===== config.mk =====
export PLATFORM = sky130hd
export DESIGN_NAME = sesr_regs
export DESIGN_NICKNAME = d
export VERILOG_FILES = /design/src/rtl/sesr_pkg.sv /design/src/rtl/sesr_regs.sv
export SDC_FILE = /design/constraint.sdc
export NUM_CORES = 1
export LEC_CHECK = 0
export ABC_AREA = 1
export BUFFER_PORTS_ARGS = -buffer_cell sky130_fd_sc_hd__buf_2
export CAP_MARGIN = 25
export CORE_ASPECT_RATIO = 0.7
export CORE_MARGIN = 2
export CORE_UTILIZATION = 25
export CTS_BUF_LIST = sky130_fd_sc_hd__clkbuf_16
export DETAILED_ROUTE_END_ITERATION = 7
export HOLD_SLACK_MARGIN = 0.12
export PLACE_DENSITY = 0.51
export SLEW_MARGIN = 10
export SYNTH_ARGS = -nofsm -noshare
export SYNTH_HDL_FRONTEND = slang
export SYNTH_SLANG_ARGS = --single-unit

===== constraint.sdc =====
create_clock -name clk -period 6.4 [get_ports clk]
set_input_delay 0.64 -clock clk [delete_from_list [all_inputs] [get_ports clk]]
set_output_delay 0.64 -clock clk [all_outputs]
set_load 0.005 [all_outputs]

===== src/rtl/sesr_pkg.sv =====
// Package for the stamp and event source register bank
// Functional notes
// [RQ1] Per-axis stamp bits, default 1, put the data-enable pin into that axis LSB.
// [RQ2] Sensor select: 0 stamps gyroscope axes, 1 stamps accelerometer axes (code: only if the accel extend bit is also 1).
// [RQ3] Accel extend bit, default 0, extends data-enable function to the accelerometer.
// [RQ4] Polarity bit: 0 active low (default), 1 active high.
// [RQ5] I3C disable bit, default 0; 1 disables only the I3C interface.
// [RQ6] Host always writes zero to the control register's least significant bit.
// [RQ7] Host should set I3C disable when I3C is unused.
// [RQ8] Timestamp enable bit, default 0, runs the timestamp counter.
// [RQ9] Near-wrap flag rises when the counter overflows within 6.4 ms.
// [RQ10] Aggregate source reports near-wrap, activity, orientation, taps, wake-up, free-fall.
// [RQ11] Orientation-change flag set on a position change.
// [RQ12] Activity-change flag appears in aggregate and wake-up source registers.
// [RQ13] Sleep-state bit reads 0 in activity, 1 in inactivity.
// [RQ14] Global and per-axis wake-up flags, set on wake-up detection.
// [RQ15] Free-fall flag set when free fall is detected.
// [RQ16] Tap-any flag set on any tap event.
// [RQ17] Separate single-tap and double-tap flags.
// [RQ18] Tap sign: 0 positive, 1 negative acceleration.
// [RQ19] Per-axis tap flags set on a tap on that axis.
// [RQ20] Host writes to the source registers have no effect.
package sesr_pkg;
	localparam logic [7:0] SESR_ADDR_STAMP = 8'h18;
	localparam logic [7:0] SESR_ADDR_TSCTL = 8'h19;
	localparam logic [7:0] SESR_ADDR_AGG   = 8'h1a;
	localparam logic [7:0] SESR_ADDR_WAKE  = 8'h1b;
	localparam logic [7:0] SESR_ADDR_TAP   = 8'h1c;
	localparam logic [7:0] SESR_STAMP_RST  = 8'he0;
	localparam logic [7:0] SESR_TSCTL_RST  = 8'h00;
	localparam logic [7:0] SESR_STAMP_MASK = 8'hfe;
	localparam logic [7:0] SESR_TSCTL_MASK = 8'h20;
	localparam int         SESR_TS_EN_BIT  = 5;
	localparam int         SESR_I3C_BIT    = 1;
	localparam int         SESR_POL_BIT    = 2;
	localparam int         SESR_XLEN_BIT   = 3;
	localparam int         SESR_SEL_BIT    = 4;
	localparam int         SESR_AXIS_LO    = 5;
	localparam int         SESR_AXES       = 3;
	localparam int         SESR_TS_W       = 32;
	localparam longint     SESR_CLK_HZ     = 20000000;
	localparam longint     SESR_WRAP_NS    = 6400000;
	localparam longint     SESR_WRAP_CYC   = SESR_WRAP_NS * SESR_CLK_HZ / 1000000000;
	localparam logic [SESR_TS_W-1:0] SESR_WRAP_AT =
		SESR_TS_W'(64'h0000_0001_0000_0000 - SESR_WRAP_CYC);

	typedef struct packed {
		logic       near_wrap;
		logic       activity_change;
		logic       orientation_change;
		logic       double_tap;
		logic       single_tap;
		logic       wakeup;
		logic       freefall;
		logic       sleep_state;
		logic [2:0] wakeup_xyz;
		logic       tap_sign;
		logic [2:0] tap_xyz;
	} sesr_evt_t;

	typedef struct packed {
		logic [2:0] gyro_axes;
		logic [2:0] accel_axes;
		logic       pin_active;
		logic       i3c_off;
	} sesr_stamp_t;
endpackage


===== src/rtl/sesr_regs.sv =====
// Stamp control, timestamp control and event source register bank
`timescale 1ns/10ps
`default_nettype none
module sesr_regs
	import sesr_pkg::*;
(
	input  wire logic        clk,
	input  wire logic        sys_rst,
	input  wire logic        wr_en,
	input  wire logic        rd_en,
	input  wire logic [7:0]  addr,
	input  wire logic [7:0]  wdata,
	output var  logic [7:0]  rdata,
	input  wire logic        data_enable_pin,
	input  wire sesr_evt_t   evt,
	output var  sesr_stamp_t stamp,
	output var  logic [31:0] ts_count
);
	logic [7:0]  stamp_reg;
	logic [7:0]  tsctl_reg;
	logic [1:0]  pin_sync;
	logic        near_wrap;
	sesr_evt_t   evt_q;

	wire         hit_stamp  = addr == SESR_ADDR_STAMP;
	wire         hit_tsctl  = addr == SESR_ADDR_TSCTL;
	wire         ts_run     = tsctl_reg[SESR_TS_EN_BIT];
	wire         pin_level  = pin_sync[1] ~^ stamp_reg[SESR_POL_BIT]; // RQ4
	wire         accel_on   = stamp_reg[SESR_SEL_BIT] & stamp_reg[SESR_XLEN_BIT]; // RQ3
	wire [2:0]   axes       = stamp_reg[SESR_AXIS_LO +: SESR_AXES]; // RQ1
	wire [7:0]   agg_val    = {evt_q.near_wrap, 1'b0, evt_q.activity_change,
		evt_q.orientation_change, evt_q.double_tap, evt_q.single_tap,
		evt_q.wakeup, evt_q.freefall}; // RQ10 RQ11 RQ17
	wire [7:0]   wake_val   = {1'b0, evt_q.activity_change, evt_q.freefall,
		evt_q.sleep_state, evt_q.wakeup, evt_q.wakeup_xyz}; // RQ12 RQ13 RQ14 RQ15
	wire [7:0]   tap_val    = {1'b0, evt_q.single_tap | evt_q.double_tap,
		evt_q.single_tap, evt_q.double_tap, evt_q.tap_sign, evt_q.tap_xyz}; // RQ16 RQ17 RQ18 RQ19
	wire [7:0]   next_rdata =
		hit_stamp ? stamp_reg :
		hit_tsctl ? tsctl_reg :
		addr == SESR_ADDR_AGG  ? agg_val :
		addr == SESR_ADDR_WAKE ? wake_val :
		addr == SESR_ADDR_TAP  ? tap_val : 8'h00;
	wire         next_near  = ts_run && ts_count >= SESR_WRAP_AT; // RQ9

	always_ff @(posedge clk or posedge sys_rst) begin
		if (sys_rst) begin
			stamp_reg <= SESR_STAMP_RST; // RQ1
			tsctl_reg <= SESR_TSCTL_RST;
		end else if (wr_en && hit_stamp) begin
			stamp_reg <= wdata & SESR_STAMP_MASK; // RQ6
		end else if (wr_en && hit_tsctl) begin
			tsctl_reg <= wdata & SESR_TSCTL_MASK; // RQ8
		end
	end

	always_ff @(posedge clk or posedge sys_rst) begin
		if (sys_rst) begin
			pin_sync  <= 2'b00;
			evt_q     <= '0;
			ts_count  <= '0;
			near_wrap <= 1'b0;
			rdata     <= 8'h00;
			stamp     <= '0;
		end else begin
			pin_sync  <= {pin_sync[0], data_enable_pin};
			evt_q     <= evt; // RQ20
			evt_q.near_wrap <= near_wrap; // RQ9
			near_wrap <= next_near;
			if (ts_run)
				ts_count <= ts_count + 32'h0000_0001; // RQ8
			if (rd_en)
				rdata <= next_rdata;
			stamp.gyro_axes  <= (stamp_reg[SESR_SEL_BIT] ? 3'b000 : axes)
				& {3{pin_level}}; // RQ2
			stamp.accel_axes <= (accel_on ? axes : 3'b000) & {3{pin_level}};
			stamp.pin_active <= pin_level;
			stamp.i3c_off    <= stamp_reg[SESR_I3C_BIT]; // RQ5
		end
	end

	a_stamp_lsb_zero: assert property (@(posedge clk) disable iff (sys_rst)
		stamp_reg[0] == 1'b0) else $error("stamp register lsb set"); // RQ6
	a_tap_any_or: assert property (@(posedge clk) disable iff (sys_rst)
		rd_en && addr == SESR_ADDR_TAP |=> rdata[6] == (rdata[5] | rdata[4]))
		else $error("tap any flag mismatch"); // RQ16
	a_ts_counts: assert property (@(posedge clk) disable iff (sys_rst)
		ts_run ##1 ts_run |-> ts_count == $past(ts_count) + 32'h0000_0001)
		else $error("timestamp not counting"); // RQ8
	a_ts_holds: assert property (@(posedge clk) disable iff (sys_rst)
		!ts_run ##1 !ts_run |-> $stable(ts_count))
		else $error("timestamp moved while off"); // RQ8
	a_wrap_flag: assert property (@(posedge clk) disable iff (sys_rst)
		next_near |-> ##2 evt_q.near_wrap)
		else $error("near wrap flag missing"); // RQ9
	a_gyro_select: assert property (@(posedge clk) disable iff (sys_rst)
		stamp_reg[SESR_SEL_BIT] |=> stamp.gyro_axes == 3'b000)
		else $error("gyro stamped while accel selected"); // RQ2
	a_accel_gate: assert property (@(posedge clk) disable iff (sys_rst)
		!stamp_reg[SESR_XLEN_BIT] |=> stamp.accel_axes == 3'b000)
		else $error("accel stamped without extend"); // RQ3
	a_wake_mirror: assert property (@(posedge clk) disable iff (sys_rst)
		rd_en && addr == SESR_ADDR_WAKE |=>
		rdata[6] == $past(evt_q.activity_change)
		&& rdata[5] == $past(evt_q.freefall))
		else $error("wake source mismatch"); // RQ12
	a_src_readonly: assert property (@(posedge clk) disable iff (sys_rst)
		wr_en && addr == SESR_ADDR_AGG |=> $stable(stamp_reg)
		&& $stable(tsctl_reg)) else $error("source write had effect"); // RQ20
	a_i3c_follow: assert property (@(posedge clk) disable iff (sys_rst)
		stamp_reg[SESR_I3C_BIT] |=> stamp.i3c_off)
		else $error("i3c disable not applied"); // RQ5
endmodule
`default_nettype wire


==> impl_metrics.yaml, run 1 <==
status:
  outcome: "finished, final reports clean"
critical_path:
  crit_path_cell_trace: "ha_1 > nand2_4 > nor2_4 > nand3_2 > nor2_2 > nand3_1 > xnor2_1"
  critPathSlowestCell: "dfrtp_1"
  rrSetupSlack_ps: 4660
  startpoint_type: "register"
  max_stage_delay_ps: 430
  crit_path_end_kind: "register"
  cp.arrival_ps: 1950
  cp.required_ps: 6610
  path_class: "reg2reg"
  cp_max_fo: 5
finish:
  final_core_util_pct: 32.94
  diodes: 0
  final_cell_mix: "nand2_1 (86), buf_2 (81), dfrtp_1 (71)"
  layout-drive-gt1-share_pct: 28.45
  area_delta_synth_final_pct: 28.71
  finalNonFillerCells: 642
  fin_nets: 490
  final_common_cell: "nand2_1"
  fillers: 1394
  largest_reg_flops: 32
cts:
  cts_max_path_buffers: 2
  cts.sinks: 74
  cts.clk_slew.worst_paths_ps: 60
  cts_resized: 0
  clock_latency_ps: 340
  postCtsHoldBufs: 0
  htree_levels: 3
  root_buffer: "clkbuf_16"
  cts_buffers: 9
  tritoncts: "done"
  cts_setup_buffers: 0
grt:
  grt_overflow_total: 0
  grt_pass1_wl_um: 13850
  grt_usage_pct: 12.70
  first_global_vias: 2516
  grt_max_degree: 75
  antenna_found_initial: 0
synthesis:
  syn-num-nets: 400
  synth_area_um2: 3373
  synth_seq_cells: 74
  syn_avg_cell_area_um2: 9.318
  yosys_warnings: 0
  synth_cell_type_count: 31
  synth_cells: 362
  yosysSeqAreaShare_pct: 55.01
floorplanning:
  initial_core_util_pct: 25.59
  die_w_um: 142.8
  core_um2: 13180
  row_count: 35
  die_h_um: 101.2
  dieArea_um2: 14450
  io_pins: 84
power_and_ir_drop:
  p_seq_share_pct: 43.3
  swShare_pct: 27.48
  p_switching_uw: 345.8
  p_per_area_nw_per_um2: 289.9
  comb_power_share_pct: 13.1
  p_int_uw: 912.6
  ir_worst_vdd_uv: 108.8
  leakage_uw: 0.002162
  p_clk_share_pct: 43.5
detailed_routing:
  drt_first_pass_iters: 5
  wirelength_um: 8866
  via_per_inst: 4.213
  ant_nets: 0
  drt_iter0_drc: 255
  num_vias: 2705
  wire_per_inst_um: 13.81
  drc_errors: 0
sta:
  finalSetupViolCount: 0
  rsz0062_at_grt: "false"
  final_max_slew_viol_count: 0
  fin_skew_ps: 11.39
  fin_crit_ps: 1739
  hold_viol: 0
  max_slew_margin_pct: 61.17
  fin_hold_ws_ps: 292.6
  worstMarginPinSlew_ps: 581.0
  fmax_mhz: 575.0
  fin_setup_tns_ps: 0
  post-route-period-util_pct: 27.18
job:
  cap_viol_max_count: 0
worst_hold_path:
  hp-class: "in2async"
placed_design:
  dp.cells: 625
  place_congestion: 0.8630
  numPortBuffers: 81
  dpl.hpwl_um: 6659
synthesized netlist by cell type (all sizes together):
cell type	n	area share [%]
xnor2	14	3.6
dfrtp	71	53
clkbuf	1	0.11
o211ai	2	0.44
nor3b	1	0.22
inv	37	4.1
a31oi	1	0.19
nand4	10	1.9
nand3	40	6.6
nor3	12	1.8
nor4	1	0.19
nor2	44	6.8
mux2	4	1.3
buf	3	0.52
ha	2	0.74
mux2i	1	0.30
and2	1	0.19
nand2	92	11
o22ai	1	0.19
xor2	15	3.9
dfstp	3	2.3
a21oi	4	0.59
o21ai	2	0.30
layer usage:
layer / GRT usage [%] / share of wire, % / vias to the layer above
met5: 0 / 0 / -
met4: 4.798 / 1.6 / 0
met3: 4.161 / 7.4 / 12
met2: 15.75 / 40 / 78
met1: 19.86 / 51 / 1273
li1: - / - / 1342
critical path, delay by kind of cell (launching register included):
family        cells  cell delay [ps]
simple gates      5              760
flops             1              430
fa+ha+maj         1              280
xor+xnor          1              150
stage by stage:
step	total power, uW	setup WS, ps	area, um2
after floorplan	648.2	3883	3373
after global placement	717.3	4377	3996
after detailed placement	720.9	4355	3996
after CTS	1272	4661	4314
after global routing	1323	4521	4342
final	1258	4661	4342
power by group through the flow:
stage	clock network, uW	registers (uW)	logic, uW
after floorplan	0	548	100
after global placement	0	551	166
after detailed placement	0	554	167
after CTS	558	546	168
after global routing	581	553	189
final	548	545	165
final cells by class:
class                      instances  area, um2  share of cell area (%)
clock buffer                       9      225.2                   5.187
clock inverter                     7      92.59                   2.133
inverter                          37      138.9                   3.199
multi-input combinational        247       1358                   31.27
sequential                        74       1856                   42.74
tap                              185      231.5                   5.331
timing repair buffer              83      440.4                   10.14
path summary, 6_finish.rpt:
path                       cells past startpoint                        to                    start
min in group clk                               0     pin_sync[1]$_DFF_PP0_    pin_sync[0]$_DFF_PP0_
setup / recovery                               7  ts_count[28]$_DFFE_PP0P_  ts_count[0]$_DFFE_PP0P_
hold reg to reg                                0     pin_sync[1]$_DFF_PP0_    pin_sync[0]$_DFF_PP0_
setup reg to reg                               7  ts_count[28]$_DFFE_PP0P_  ts_count[0]$_DFFE_PP0P_
max in group asynchronous                      4  stamp_reg[7]$_DFFE_PP1P_                  sys_rst
hold / removal                                 3        evt_q[4]$_DFF_PP0_                  sys_rst
kinds of logic after synthesis:
logic type / Yosys count / synth area share (%)
buf+inv: 41 / 4.748
flops: 74 / 55.01
compound gates: 10 / 1.706
fa+ha+maj: 2 / 0.7417
xor+xnor: 29 / 7.530
simple gates: 201 / 28.64
mux: 5 / 1.632
Note: power is estimated with default switching activity, not from simulation.
==> run 2, diff against run 1 <==
- PLACE_DENSITY: 0.51 -> 0.52
- clock period: 6.4 -> 1.6 ns (I/O delays scaled with it)
==> impl_metrics.yaml, run 2 (synthesis results as in run 1) <==
grt:
  grt_overflow_total: 0
  first_global_vias: 2697
  grt_usage_pct: 13.00
  grt_pass1_wl_um: 14350
  grt_max_degree: 29
  antenna_found_initial: 0
detailed_routing:
  drt_iter0_drc: 129
  drc_errors: 0
  wire_per_inst_um: 13.14
  wirelength_um: 8938
  ant_nets: 0
  via_per_inst: 4.132
  drt_first_pass_iters: 4
  num_vias: 2810
critical_path:
  critPathSlowestCell: "dfrtp_1"
  startpoint_type: "register"
  crit_path_frequent_cell: "nor2_4"
  reg2reg_depth: 7
  path_class: "reg2reg"
  cp.arrival_ps: 1660
  rrSetupSlack_ps: 160
  cp_max_fo: 4
  crit_path_cell_trace: "ha_1 > nand2_4 > nor2_4 > nand3_2 > nor2_4 > nand3_1 > xnor2_1"
  crit_path_end_kind: "register"
  worstReg2RegStart: "ts_count[0]$_DFFE_PP0P_"
  reg2reg_to: "ts_count[28]$_DFFE_PP0P_"
  max_stage_delay_ps: 340
  cp.required_ps: 1820
sta:
  finalSetupViolCount: 0
  post-route-period-util_pct: 90.03
  max_slew_margin_pct: 61.28
  final_max_slew_viol_count: 0
  worst_slack_ps: 159.5
  fin_skew_ps: 7.831
  rsz0062_at_grt: "false"
  fin_hold_ws_ps: 173.1
  worstMarginPinSlew_ps: 579.5
  fin_setup_tns_ps: 0
  fin_crit_ps: 1440
  hold_viol: 0
  fmax_mhz: 694.2
status:
  outcome: "finished, final reports clean"
placed_design:
  place_congestion: 0.8191
  numPortBuffers: 81
  post-place-ws_ps: 89.53
  dpl.hpwl_um: 6942
power_and_ir_drop:
  leakage_uw: 0.002332
  p_per_area_nw_per_um2: 1090
  ir_worst_vdd_uv: 500.2
  p_total_uw: 5134
finish:
  area_delta_synth_final_pct: 39.58
  largest_reg_flops: 32
  final_cell_mix: "nand2_1 (86), buf_2 (81), dfrtp_1 (69)"
  layout-drive-gt1-share_pct: 29.90
  fillers: 1366
  multi_input_area_um2: 1368
  diodes: 0
  fin_nets: 528
  register_area_um2: 1858
  final_common_cell: "nand2_1"
worst_hold_path:
  hp-class: "in2reg"
  worst_hold_path.endpoint: "tsctl_reg[5]$_DFFE_PP0P_"
  worstHoldStart: "wr_en"
  whs_path_depth: 3
cts:
  htree_levels: 3
  cts.clk_slew.worst_paths_ps: 60
  clock_latency_ps: 340
  cts_setup_buffers: 0
  cts.sinks: 74
  cts_buffers: 9
  cts_max_path_buffers: 2
  tritoncts: "done"
  root_buffer: "clkbuf_16"
floorplanning:
  io_pins: 84
  die_w_um: 142.8
  initial_core_util_pct: 25.59
  die_h_um: 101.2
  row_count: 35
  dieArea_um2: 14450
  core_um2: 13180
job:
  cap_viol_max_count: 0
==> run 2: changes by cell type in the layout (fill, tap and decap cells not counted), moves of 2 or more <==
cell / previous run / this run
buf_12: 0 / 2
buf_4: 1 / 14
dfrtp_1: 71 / 69
dfrtp_2: 0 / 2
dlygate4sd3_1: 0 / 24
nor2_1: 32 / 30
==> run 2: through the flow <==
step           cell area [um2]  cells  utilization (%)
4_1_cts                   4696    680            35.62
3_3_place_gp              4138    640            31.39
6_report                  4708    680            35.72
3_5_place_dp              4138    640            31.39
5_1_grt                   4708    680            35.72
2_1_floorplan             3377    362                -
==> run 2: power breakdown <==
part           internal [uW]  switching (uW)  total [uW]
combinational            358             450         808
clock                   1360             815        2180
sequential              2020             129        2150
==> run 2: repair_timing <==
item	4_1_cts	5_1_grt
resized for setup	0	5
hold buffers	24	0
setup endpoints to repair	0	5
hold endpoints to repair	44	0
==> run 2: cell type report <==
cell class / instances / area share (%)
clock buffer: 9 / 4.783
clock inverter: 7 / 1.967
inverter: 37 / 3.029
multi-input combinational: 247 / 29.05
sequential: 74 / 39.46
tap: 185 / 4.916
timing repair buffer: 121 / 16.80
==> run 2: layer usage <==
layer | vias up | GRT usage (%) | wire length (um)
met5 | - | 0 | 0
met4 | 0 | 4.570 | 128
met3 | 11 | 3.877 | 617
met2 | 57 | 17.23 | 3507
met1 | 1318 | 19.79 | 4685
li1 | 1424 | - | -
==> run 2: worst max-delay path by stage <==
| stage | from | end | slack [ps] |
|---|---|---|---|
| 6_report | ts_count[0]$_DFFE_PP0P_ | ts_count[28]$_DFFE_PP0P_ | 160 |
| 5_1_grt | ts_count[0]$_DFFE_PP0P_ | ts_count[28]$_DFFE_PP0P_ | 30 |
| 4_1_cts | ts_count[1]$_DFFE_PP0P_ | ts_count[28]$_DFFE_PP0P_ | 80 |
| 3_5_place_dp | ts_count[0]$_DFFE_PP0P_ | ts_count[28]$_DFFE_PP0P_ | 90 |
| 3_3_place_gp | ts_count[0]$_DFFE_PP0P_ | ts_count[28]$_DFFE_PP0P_ | 120 |
| 2_1_floorplan | ts_count[0]$_DFFE_PP0P_ | ts_count[28]$_DFFE_PP0P_ | 160 |
==> run 2: worst max-delay path, delay by kind of cell, from the launching register on <==
kind / cells / cell delay, ps
DFF: 1 / 340
xor gates and xnor gates: 1 / 150
and+or+nand+nor: 5 / 600
adders and majority gates: 1 / 220
